===== config.mk =====
export PLATFORM = sky130hd
export DESIGN_NAME = fuse_prog_sequencer
export DESIGN_NICKNAME = d
export VERILOG_FILES = /design/src/fuse_prog_pkg.sv /design/src/pattern_mem.sv /design/src/tape_parser.sv /design/src/fuse_prog_sequencer.sv
export SDC_FILE = /design/constraint.sdc
export NUM_CORES = 2
export LEC_CHECK = 0
export BUFFER_PORTS_ARGS = -buffer_cell sky130_fd_sc_hd__buf_4
export CORE_ASPECT_RATIO = 1.25
export CORE_MARGIN = 1.5
export CORE_UTILIZATION = 60
export CTS_BUF_LIST = sky130_fd_sc_hd__clkbuf_8
export CTS_CLUSTER_DIAMETER = 100
export CTS_CLUSTER_SIZE = 28
export DETAILED_ROUTE_END_ITERATION = 7
export PLACE_DENSITY = 0.76
export SKIP_LAST_GASP = 1
export SLEW_MARGIN = 10
export SYNTH_ARGS = -nofsm -noshare
export SYNTH_HDL_FRONTEND = slang
export SYNTH_SLANG_ARGS = --single-unit

===== constraint.sdc =====
create_clock -name i_sys_clk -period 13.4 [get_ports i_sys_clk]
set_input_delay 2.68 -clock i_sys_clk [delete_from_list [all_inputs] [get_ports i_sys_clk]]
set_output_delay 2.68 -clock i_sys_clk [all_outputs]
set_load 0.005 [all_outputs]

===== src/fuse_prog_pkg.sv =====
// package: timing counts, array shape and tape characters for the fuse programmer
package fuse_prog_pkg;
    localparam int unsigned CLK_HZ          = 50_000_000;
    // programming timing, in the printed units
    localparam int unsigned FIRST_PULSE_US  = 50;
    localparam int unsigned NEXT_PULSE_MS   = 5;
    localparam int unsigned EDGE_DELAY_NS   = 1000;
    localparam int unsigned TOTAL_LIMIT_MS  = 400;
    localparam int unsigned HEAT_LIMIT_S    = 5;
    localparam int unsigned COOL_S          = 5;
    // derived cycle counts
    localparam int unsigned FIRST_PULSE_CYC = FIRST_PULSE_US * (CLK_HZ / 1_000_000);
    localparam int unsigned NEXT_PULSE_CYC  = NEXT_PULSE_MS * (CLK_HZ / 1_000);
    localparam int unsigned EDGE_DELAY_CYC  = EDGE_DELAY_NS / (1_000_000_000 / CLK_HZ);
    localparam int unsigned TOTAL_LIMIT_CYC = TOTAL_LIMIT_MS * (CLK_HZ / 1_000);
    localparam longint unsigned HEAT_LIMIT_CYC = longint'(HEAT_LIMIT_S) * CLK_HZ;
    localparam longint unsigned COOL_CYC       = longint'(COOL_S) * CLK_HZ;
    // array shape
    localparam int unsigned WORD_BITS       = 4;
    localparam int unsigned ADDR_BITS       = 8;
    localparam int unsigned WORD_COUNT      = 256;
    // tape characters, seven data bits
    localparam logic [6:0] CH_BEGIN  = 7'h42;
    localparam logic [6:0] CH_FINISH = 7'h46;
    localparam logic [6:0] CH_HIGH   = 7'h50;
    localparam logic [6:0] CH_LOW    = 7'h4E;
    localparam logic [6:0] CH_RUBOUT = 7'h7F;
    localparam int unsigned RUBOUT_MIN = 25;
endpackage : fuse_prog_pkg


===== src/pattern_mem.sv =====
// pattern memory: 256 words of 4 bits, registered read
`timescale 1ns/1ns
`default_nettype none
module pattern_mem (
    input  wire logic       i_sys_clk,
    // write port
    input  wire logic       i_we,
    input  wire logic [7:0] i_waddr,
    input  wire logic [3:0] i_wdata,
    // read port
    input  wire logic [7:0] i_raddr,
    output logic      [3:0] o_rdata
);
    logic [3:0] mem [0:255];

    always_ff @(posedge i_sys_clk) begin
        if (i_we) begin
            mem[i_waddr] <= i_wdata;
        end
        o_rdata <= mem[i_raddr];
    end
endmodule : pattern_mem
`default_nettype wire


===== src/tape_parser.sv =====
// tape parser: leader, words, rubout cancel, parity, trailer
`timescale 1ns/1ns
`default_nettype none
module tape_parser (
    input  wire logic       i_sys_clk,
    input  wire logic       i_rst_n,
    // character stream
    input  wire logic       i_char_valid,
    input  wire logic [7:0] i_char,
    input  wire logic       i_parity_check,
    // parsed words
    output logic            o_word_we,
    output logic      [7:0] o_word_addr,
    output logic      [3:0] o_word_data,
    // status
    output logic            o_tape_done,
    output logic            o_format_err,
    output logic            o_parity_err
);
    typedef enum logic [1:0] {P_LEADER = 2'b00, P_GAP = 2'b01, P_WORD = 2'b11, P_END = 2'b10} pstate_t;

    pstate_t    state_reg;
    logic [4:0] lead_cnt_reg;
    logic [2:0] nchar_reg;
    logic [3:0] bits_reg;
    logic [8:0] addr_reg;

    wire  [6:0] ch        = i_char[6:0];
    wire        par_bad   = i_parity_check & (^i_char);
    wire        is_rub    = (ch == fuse_prog_pkg::CH_RUBOUT);
    wire        is_lvl    = (ch == fuse_prog_pkg::CH_HIGH) | (ch == fuse_prog_pkg::CH_LOW);
    wire        lvl_bit   = (ch == fuse_prog_pkg::CH_HIGH);
    wire        lead_ok   = (lead_cnt_reg >= 5'(fuse_prog_pkg::RUBOUT_MIN));

    always_ff @(posedge i_sys_clk) begin
        o_word_we <= 1'b0;
        if (!i_rst_n) begin
            state_reg    <= P_LEADER;
            lead_cnt_reg <= '0;
            nchar_reg    <= '0;
            bits_reg     <= '0;
            addr_reg     <= '0;
            o_word_addr  <= '0;
            o_word_data  <= '0;
            o_tape_done  <= 1'b0;
            o_format_err <= 1'b0;
            o_parity_err <= 1'b0;
        end else if (i_char_valid) begin
            if (par_bad) begin
                o_parity_err <= 1'b1;
            end
            unique case (state_reg)
                P_LEADER: begin
                    if (is_rub) begin
                        if (!lead_ok) lead_cnt_reg <= lead_cnt_reg + 5'h01;
                    end else if (lead_ok) begin
                        state_reg <= P_GAP;
                        if (ch == fuse_prog_pkg::CH_BEGIN) begin
                            state_reg <= P_WORD;
                            nchar_reg <= '0;
                        end
                    end
                end
                P_GAP: begin
                    if (ch == fuse_prog_pkg::CH_BEGIN) begin
                        state_reg <= P_WORD;
                        nchar_reg <= '0;
                    end
                end
                P_WORD: begin
                    if (is_rub) begin
                        state_reg <= P_GAP;
                    end else if (is_lvl && nchar_reg < 3'h4) begin
                        bits_reg  <= {bits_reg[2:0], lvl_bit};
                        nchar_reg <= nchar_reg + 3'h1;
                    end else if (ch == fuse_prog_pkg::CH_FINISH && nchar_reg == 3'h4) begin
                        o_word_we   <= 1'b1;
                        o_word_addr <= addr_reg[7:0];
                        o_word_data <= bits_reg;
                        addr_reg    <= addr_reg + 9'h001;
                        state_reg   <= (addr_reg == 9'h0FF) ? P_END : P_GAP;
                        o_tape_done <= (addr_reg == 9'h0FF);
                    end else begin
                        o_format_err <= 1'b1;
                        state_reg    <= P_GAP;
                    end
                end
                P_END: begin
                    // trailer and anything after it is ignored except by the parity check
                end
            endcase
        end
    end
endmodule : tape_parser
`default_nettype wire


===== src/fuse_prog_sequencer.sv =====
// fuse PROM programmer: pulse, verify, retry, cooldown and final readback
`timescale 1ns/1ns
`default_nettype none
module fuse_prog_sequencer #(
    parameter longint unsigned HEAT_LIMIT_CYC = fuse_prog_pkg::HEAT_LIMIT_CYC,
    parameter longint unsigned COOL_CYC       = fuse_prog_pkg::COOL_CYC,
    parameter int unsigned     TOTAL_CYC      = fuse_prog_pkg::TOTAL_LIMIT_CYC,
    parameter int unsigned     NEXT_CYC       = fuse_prog_pkg::NEXT_PULSE_CYC
) (
    input  wire logic       i_sys_clk,
    input  wire logic       i_rst_n,
    // tape input
    input  wire logic       i_char_valid,
    input  wire logic [7:0] i_char,
    input  wire logic       i_parity_check,
    // user control
    input  wire logic       i_start,
    // prom pins
    output logic      [7:0] o_word_address_lines,
    output logic            o_gate_select_high,
    output logic            o_gate_program_level,
    output logic            o_second_chip_select,
    output logic      [3:0] o_output_program_level,
    output logic            o_load_sense,
    output logic            o_power_on,
    input  wire logic [3:0] i_prom_data,
    // status
    output logic            o_busy,
    output logic            o_done,
    output logic            o_fail,
    output logic            o_extra_fuse,
    output logic            o_cooling,
    output logic            o_tape_done,
    output logic            o_format_err,
    output logic            o_parity_err
);
    // ------------------------------------------------------------
    // states
    // ------------------------------------------------------------
    typedef enum logic [3:0] {
        S_IDLE   = 4'h0, S_FETCH  = 4'h1, S_CHECK  = 4'h3, S_GATE   = 4'h2,
        S_SUPPLY = 4'h6, S_PULSE  = 4'h7, S_DROP   = 4'h5, S_ENABLE = 4'h4,
        S_VERIFY = 4'hC, S_NEXT   = 4'hD, S_COOL   = 4'hF, S_READ   = 4'hE,
        S_RCMP   = 4'hA, S_DONE   = 4'hB, S_FAIL   = 4'h9
    } state_t;

    state_t      state_reg;
    logic [7:0]  addr_reg;
    logic [1:0]  bit_reg;
    logic        first_reg;
    logic [31:0] tmr_reg;
    logic [31:0] link_time_reg;
    logic [39:0] heat_reg;
    logic        fail_reg;
    logic        extra_reg;

    // ------------------------------------------------------------
    // parser and pattern store
    // ------------------------------------------------------------
    logic       pw_we;
    logic [7:0] pw_addr;
    logic [3:0] pw_data;
    logic [3:0] want;

    tape_parser u_parser (
        .i_sys_clk      (i_sys_clk),
        .i_rst_n        (i_rst_n),
        .i_char_valid   (i_char_valid),
        .i_char         (i_char),
        .i_parity_check (i_parity_check),
        .o_word_we      (pw_we),
        .o_word_addr    (pw_addr),
        .o_word_data    (pw_data),
        .o_tape_done    (o_tape_done),
        .o_format_err   (o_format_err),
        .o_parity_err   (o_parity_err)
    );

    pattern_mem u_mem (
        .i_sys_clk (i_sys_clk),
        .i_we      (pw_we),
        .i_waddr   (pw_addr),
        .i_wdata   (pw_data),
        .i_raddr   (addr_reg),
        .o_rdata   (want)
    );

    // ------------------------------------------------------------
    // decode
    // ------------------------------------------------------------
    function automatic logic [3:0] onehot(input logic [1:0] b);
        onehot = 4'h1 << b;
    endfunction : onehot

    wire        tmr_zero   = (tmr_reg == 32'h0);
    wire        sense_bit  = i_prom_data[bit_reg];
    wire        want_bit   = want[bit_reg];
    wire        need_pulse = want_bit & ~sense_bit;
    wire        last_bit   = (bit_reg == 2'h3);
    wire        last_addr  = (addr_reg == 8'hFF);
    wire        heating    = (state_reg == S_PULSE);
    wire        heat_over  = (heat_reg >= 40'(HEAT_LIMIT_CYC));
    wire        link_over  = (link_time_reg >= TOTAL_CYC);
    wire [31:0] edge_cyc   = 32'(fuse_prog_pkg::EDGE_DELAY_CYC);
    wire [31:0] pulse_cyc  = first_reg ? 32'(fuse_prog_pkg::FIRST_PULSE_CYC)
                                       : 32'(NEXT_CYC);

    // ------------------------------------------------------------
    // sequencer
    // ------------------------------------------------------------
    always_ff @(posedge i_sys_clk) begin
        if (!i_rst_n) begin
            state_reg     <= S_IDLE;
            addr_reg      <= '0;
            bit_reg       <= '0;
            first_reg     <= 1'b1;
            tmr_reg       <= '0;
            link_time_reg <= '0;
            heat_reg      <= '0;
            fail_reg      <= 1'b0;
            extra_reg     <= 1'b0;
        end else begin
            if (!tmr_zero) tmr_reg <= tmr_reg - 32'h1;
            if (heating) begin
                heat_reg      <= heat_reg + 40'h1;
                link_time_reg <= link_time_reg + 32'h1;
            end
            unique case (state_reg)
                S_IDLE: if (i_start) begin
                    addr_reg  <= '0;
                    bit_reg   <= '0;
                    fail_reg  <= 1'b0;
                    extra_reg <= 1'b0;
                    state_reg <= S_FETCH;
                end
                S_FETCH: begin                                      // memory and prom settle
                    first_reg     <= 1'b1;
                    link_time_reg <= '0;
                    tmr_reg       <= edge_cyc;
                    state_reg     <= S_CHECK;
                end
                S_CHECK: if (tmr_zero) begin
                    state_reg <= need_pulse ? S_GATE : S_NEXT;
                    tmr_reg   <= edge_cyc;
                end
                S_GATE: if (tmr_zero) begin
                    state_reg <= S_SUPPLY;
                    tmr_reg   <= edge_cyc;
                end
                S_SUPPLY: if (tmr_zero) begin
                    state_reg <= S_PULSE;
                    tmr_reg   <= pulse_cyc;
                end
                S_PULSE: if (tmr_zero) begin
                    state_reg <= S_DROP;
                    tmr_reg   <= edge_cyc;
                end
                S_DROP: if (tmr_zero) begin
                    state_reg <= S_ENABLE;
                    tmr_reg   <= edge_cyc;
                end
                S_ENABLE: if (tmr_zero) begin
                    state_reg <= S_VERIFY;
                    tmr_reg   <= edge_cyc;
                end
                S_VERIFY: if (tmr_zero) begin
                    first_reg <= 1'b0;
                    tmr_reg   <= edge_cyc;
                    if (sense_bit) state_reg <= S_NEXT;
                    else if (link_over) begin
                        fail_reg  <= 1'b1;
                        state_reg <= S_FAIL;
                    end else if (heat_over) begin
                        tmr_reg   <= 32'(COOL_CYC);
                        state_reg <= S_COOL;
                    end else state_reg <= S_GATE;
                end
                S_COOL: if (tmr_zero) begin
                    heat_reg  <= '0;
                    tmr_reg   <= edge_cyc;
                    state_reg <= S_GATE;
                end
                S_NEXT: begin
                    bit_reg <= bit_reg + 2'h1;
                    if (last_bit) begin
                        addr_reg  <= addr_reg + 8'h01;
                        state_reg <= last_addr ? S_READ : S_FETCH;
                    end else state_reg <= S_FETCH;
                    if (last_bit && last_addr) tmr_reg <= edge_cyc;
                end
                S_READ: if (tmr_zero) begin
                    state_reg <= S_RCMP;
                end
                S_RCMP: begin
                    if (i_prom_data != want) extra_reg <= 1'b1;
                    addr_reg  <= addr_reg + 8'h01;
                    tmr_reg   <= edge_cyc;
                    state_reg <= last_addr ? S_DONE : S_READ;
                end
                S_DONE: if (i_start) state_reg <= S_IDLE;
                S_FAIL: if (i_start) state_reg <= S_IDLE;
                default: state_reg <= S_IDLE;
            endcase
        end
    end

    // ------------------------------------------------------------
    // pin drive, registered so edges stay clean
    // ------------------------------------------------------------
    wire gate_hi  = (state_reg == S_GATE) | (state_reg == S_SUPPLY) | (state_reg == S_PULSE)
                  | (state_reg == S_DROP);
    wire sup_on   = (state_reg == S_SUPPLY) | (state_reg == S_PULSE);
    wire selected = ~gate_hi;

    always_ff @(posedge i_sys_clk) begin
        if (!i_rst_n) begin
            o_word_address_lines   <= '0;
            o_gate_select_high     <= 1'b0;
            o_gate_program_level   <= 1'b0;
            o_second_chip_select   <= 1'b1;
            o_output_program_level <= '0;
            o_load_sense           <= 1'b0;
            o_power_on             <= 1'b0;
        end else begin
            o_word_address_lines   <= addr_reg;
            o_gate_select_high     <= gate_hi;
            o_gate_program_level   <= (state_reg == S_PULSE);
            o_second_chip_select   <= ~selected;
            o_output_program_level <= sup_on ? onehot(bit_reg) : 4'h0;
            o_load_sense           <= (state_reg == S_VERIFY);
            o_power_on             <= (state_reg != S_IDLE) & (state_reg != S_COOL);
        end
    end

    assign o_busy       = (state_reg != S_IDLE) & (state_reg != S_DONE) & (state_reg != S_FAIL);
    assign o_done       = (state_reg == S_DONE);
    assign o_fail       = fail_reg;
    assign o_extra_fuse = extra_reg;
    assign o_cooling    = (state_reg == S_COOL);
endmodule : fuse_prog_sequencer
`default_nettype wire


==> results.toml <==
[run_status]
outcome = "completed"

[cts]
clk_latency_ps = 780
htreeDepth = 2
cts_setup_buffers = 0
cts_made_buffers = 49
cts_tree = "built"
cts-root-buf = "clkbuf_8"
cts_hold_buf = 0
clkSinkCount = 1205
postCtsResizedCells = 0
clk_pin_slew_ps = 180
clockBufferDepth = 3

[finish]
areaGrowthSynthToFinish_pct = 4.262
post-route-util_pct = 63.02
final_layout_size_suffix_gt1_share_pct = 15.56
seq_area_um2 = 34400
largest_register_ffs = 1024
nets = 3026
multi_input_area_um2 = 13810
final.fill_count = 5574

[power]
comb_power_share_pct = 9.7
peakVddDrop_mv = 0.08494
pwr-share-clk_pct = 22.8
p_switching_mw = 1.451
seqPwrFrac_pct = 67.5
sw_frac_of_total_pct = 23.79
intPower_mw = 4.646
power.density_nw_per_um2 = 119.1
p_leak_nw = 12.59

[timing]
period_share_pct = 37.70
worstMarginPinSlew_ps = 1107
hold_viol_final = 0
relSlewSlack_pct = 25.42
hold_ws_ps = 498.4
skew_ps = 76.35
max_freq_mhz = 198.0
slew_violations = 0
finalSetupTns_ps = 0
rsz0062_at_grt = "no"
min_period_ps = 5051
setup_viol = 0

[route]
avgRoutedWirePerCell_um = 27.71
vias = 27230
first_iter_violations = 3475
routed_wl_um = 113100
first_pass_iters = 6
ant_nets = 0
drc = 0
viasPerCell = 6.674

[worst_setup_path]
cp_slowest_cell = "dfxtp_1"
cp_max_fo = 27
worstPathArrival_ps = 2370
crit_required_ps = 10720
crit_path_max_incr_delay_ps = 930
end_kind = "output pin"
worst-path-buf-inv = 1
critPathLaunchType = "flip-flop"
crit_family = "flip-flops"
crit_chain = "nand2_1 -> nor2_1 -> buf_4"
path_class = "flip-flop to output pin"

[yosys]
async_flop_share_pct = 0
avgSynthCellArea_um2 = 16.29
synth.top_cell.area_share_pct = 62.61
ys_ff_latch = 1205
synth_commonest_cells = "1,024 x edfxtp_1, 432 x nor2_1, 265 x mux4_2, 181 x dfxtp_1, 107 x nand2_1"
synth_largest_area_cell = "edfxtp_1"
synth_area_leaders = "edfxtp_1 63%, mux4_2 12%, dfxtp_1 7.4%"
synthDistinctLibCells = 84
synth_nets = 3055
synth_area_um2 = 49110
yosysMostFrequentCell = "edfxtp_1"
synthFlopType = "edfxtp_1"
yosysWarnings = 0
netlist_instances = 3014
synth_edf_count = 1024
ys_seq_area_share_pct = 69.99

[place]
place.gp.congestion = 0.8862
io_buffers = 41
hpwl_um = 72420

[grt]
global_route.usage.met2_pct = 46.90
grt_pass1_wl_um = 169900
grtUsageTotal_pct = 27.35
antenna_found_initial = 2
met3_usage_pct = 3.706
grt_busiest_layer = "met2"
gr-usage-met1_pct = 35.63
grt_max_degree = 130
grt_pass1_vias = 27200
overflow = 0

[die]
ios = 42
die_y_um = 322.9
initial_core_util_pct = 60.45
die_width_um = 258.9
die_area_um2 = 83590
num_rows = 117
core-area_um2 = 81250

[job]
drv_cap = 0

[min_path]
hp-class = "flip-flop to flip-flop"
[stage by stage]
step	worst slack [ps]	instance area (µm²)	cells	total power, mW
3_5_place_dp	8570	50390	4005	4.779
4_1_cts	8365	51200	4078	6.108
2_1_floorplan	8940	49110	3014	4.658
6_report	8349	51210	4080	6.097
5_1_grt	8183	51200	4079	6.295
3_3_place_gp	8689	50390	4005	4.757
[logic make-up (layout without fill, tap and decap cells)]
family                     count (synthesis)  in the layout  synth area share (%)
xor gates and xnor gates                 108            108                 1.926
and+or+nand+nor                          866            866                 8.367
buffers and inverters                    205            198                 1.946
DFF                                     1205           1205                 69.99
AOI/OAI and AO/OA                        273            273                 3.602
adders and majority gates                 24             24                0.6114
other                                      0              2                     0
muxes                                    333            333                 13.56
[layer usage]
layer	share of wire, %	up-vias	wire, µm
met1	36	14040	41230
met4	4.3	0	4862
met5	0	-	0
met2	51	1387	57670
li1	-	11570	-
met3	8.2	231	9316
[tightest hold or removal path: cells and delay by family, from the launching register on]
family          cells  cell delay, ps
compound gates      2             130
flops               1             350
[worst paths after layout]
path	from	end	slack, ps	cells past startpoint
worst min register to register	heat_reg[27]$_SDFF_PN0_	heat_reg[27]$_SDFF_PN0_	500	2
worst max-delay path	state_reg[2]$_SDFFE_PN0P_	o_cooling	8350	3
worst min-delay path	heat_reg[27]$_SDFF_PN0_	heat_reg[27]$_SDFF_PN0_	500	2
worst max register to register	addr_reg[0]$_SDFFE_PN0P_	u_mem.o_rdata[0]$_DFF_P_	9080	9
[power by group through the flow]
stage / sequential, mW / clock [mW] / combinational, mW
global route: 4.12 / 1.51 / 0.657
floorplan: 4.16 / 0 / 0.495
detailed placement: 4.20 / 0 / 0.582
CTS: 4.11 / 1.41 / 0.587
global placement: 4.19 / 0 / 0.564
finish: 4.11 / 1.39 / 0.593
[cells in the final DEF, fill, tap and decap left out, drive strengths merged, types with 60 or more instances in the layout]
cell and n:
o21ai 67, nor2 433, buf 94, edfxtp 1024, nand2 107, nand3 80, dfxtp 181, mux2i 60
mux4 265, a21oi 73
[area by class of cell]
type / instances / area share [%]
diodes: 2 / 0.009774
clock buffers: 51 / 1.371
clock inverters: 22 / 0.2199
inverters: 31 / 0.2272
multi-input cells: 1604 / 26.97
flip-flops and latches: 1205 / 67.18
well taps: 1071 / 2.617
repair buffers: 94 / 1.403
No activity file was read; power rests on OpenSTA's default activity.
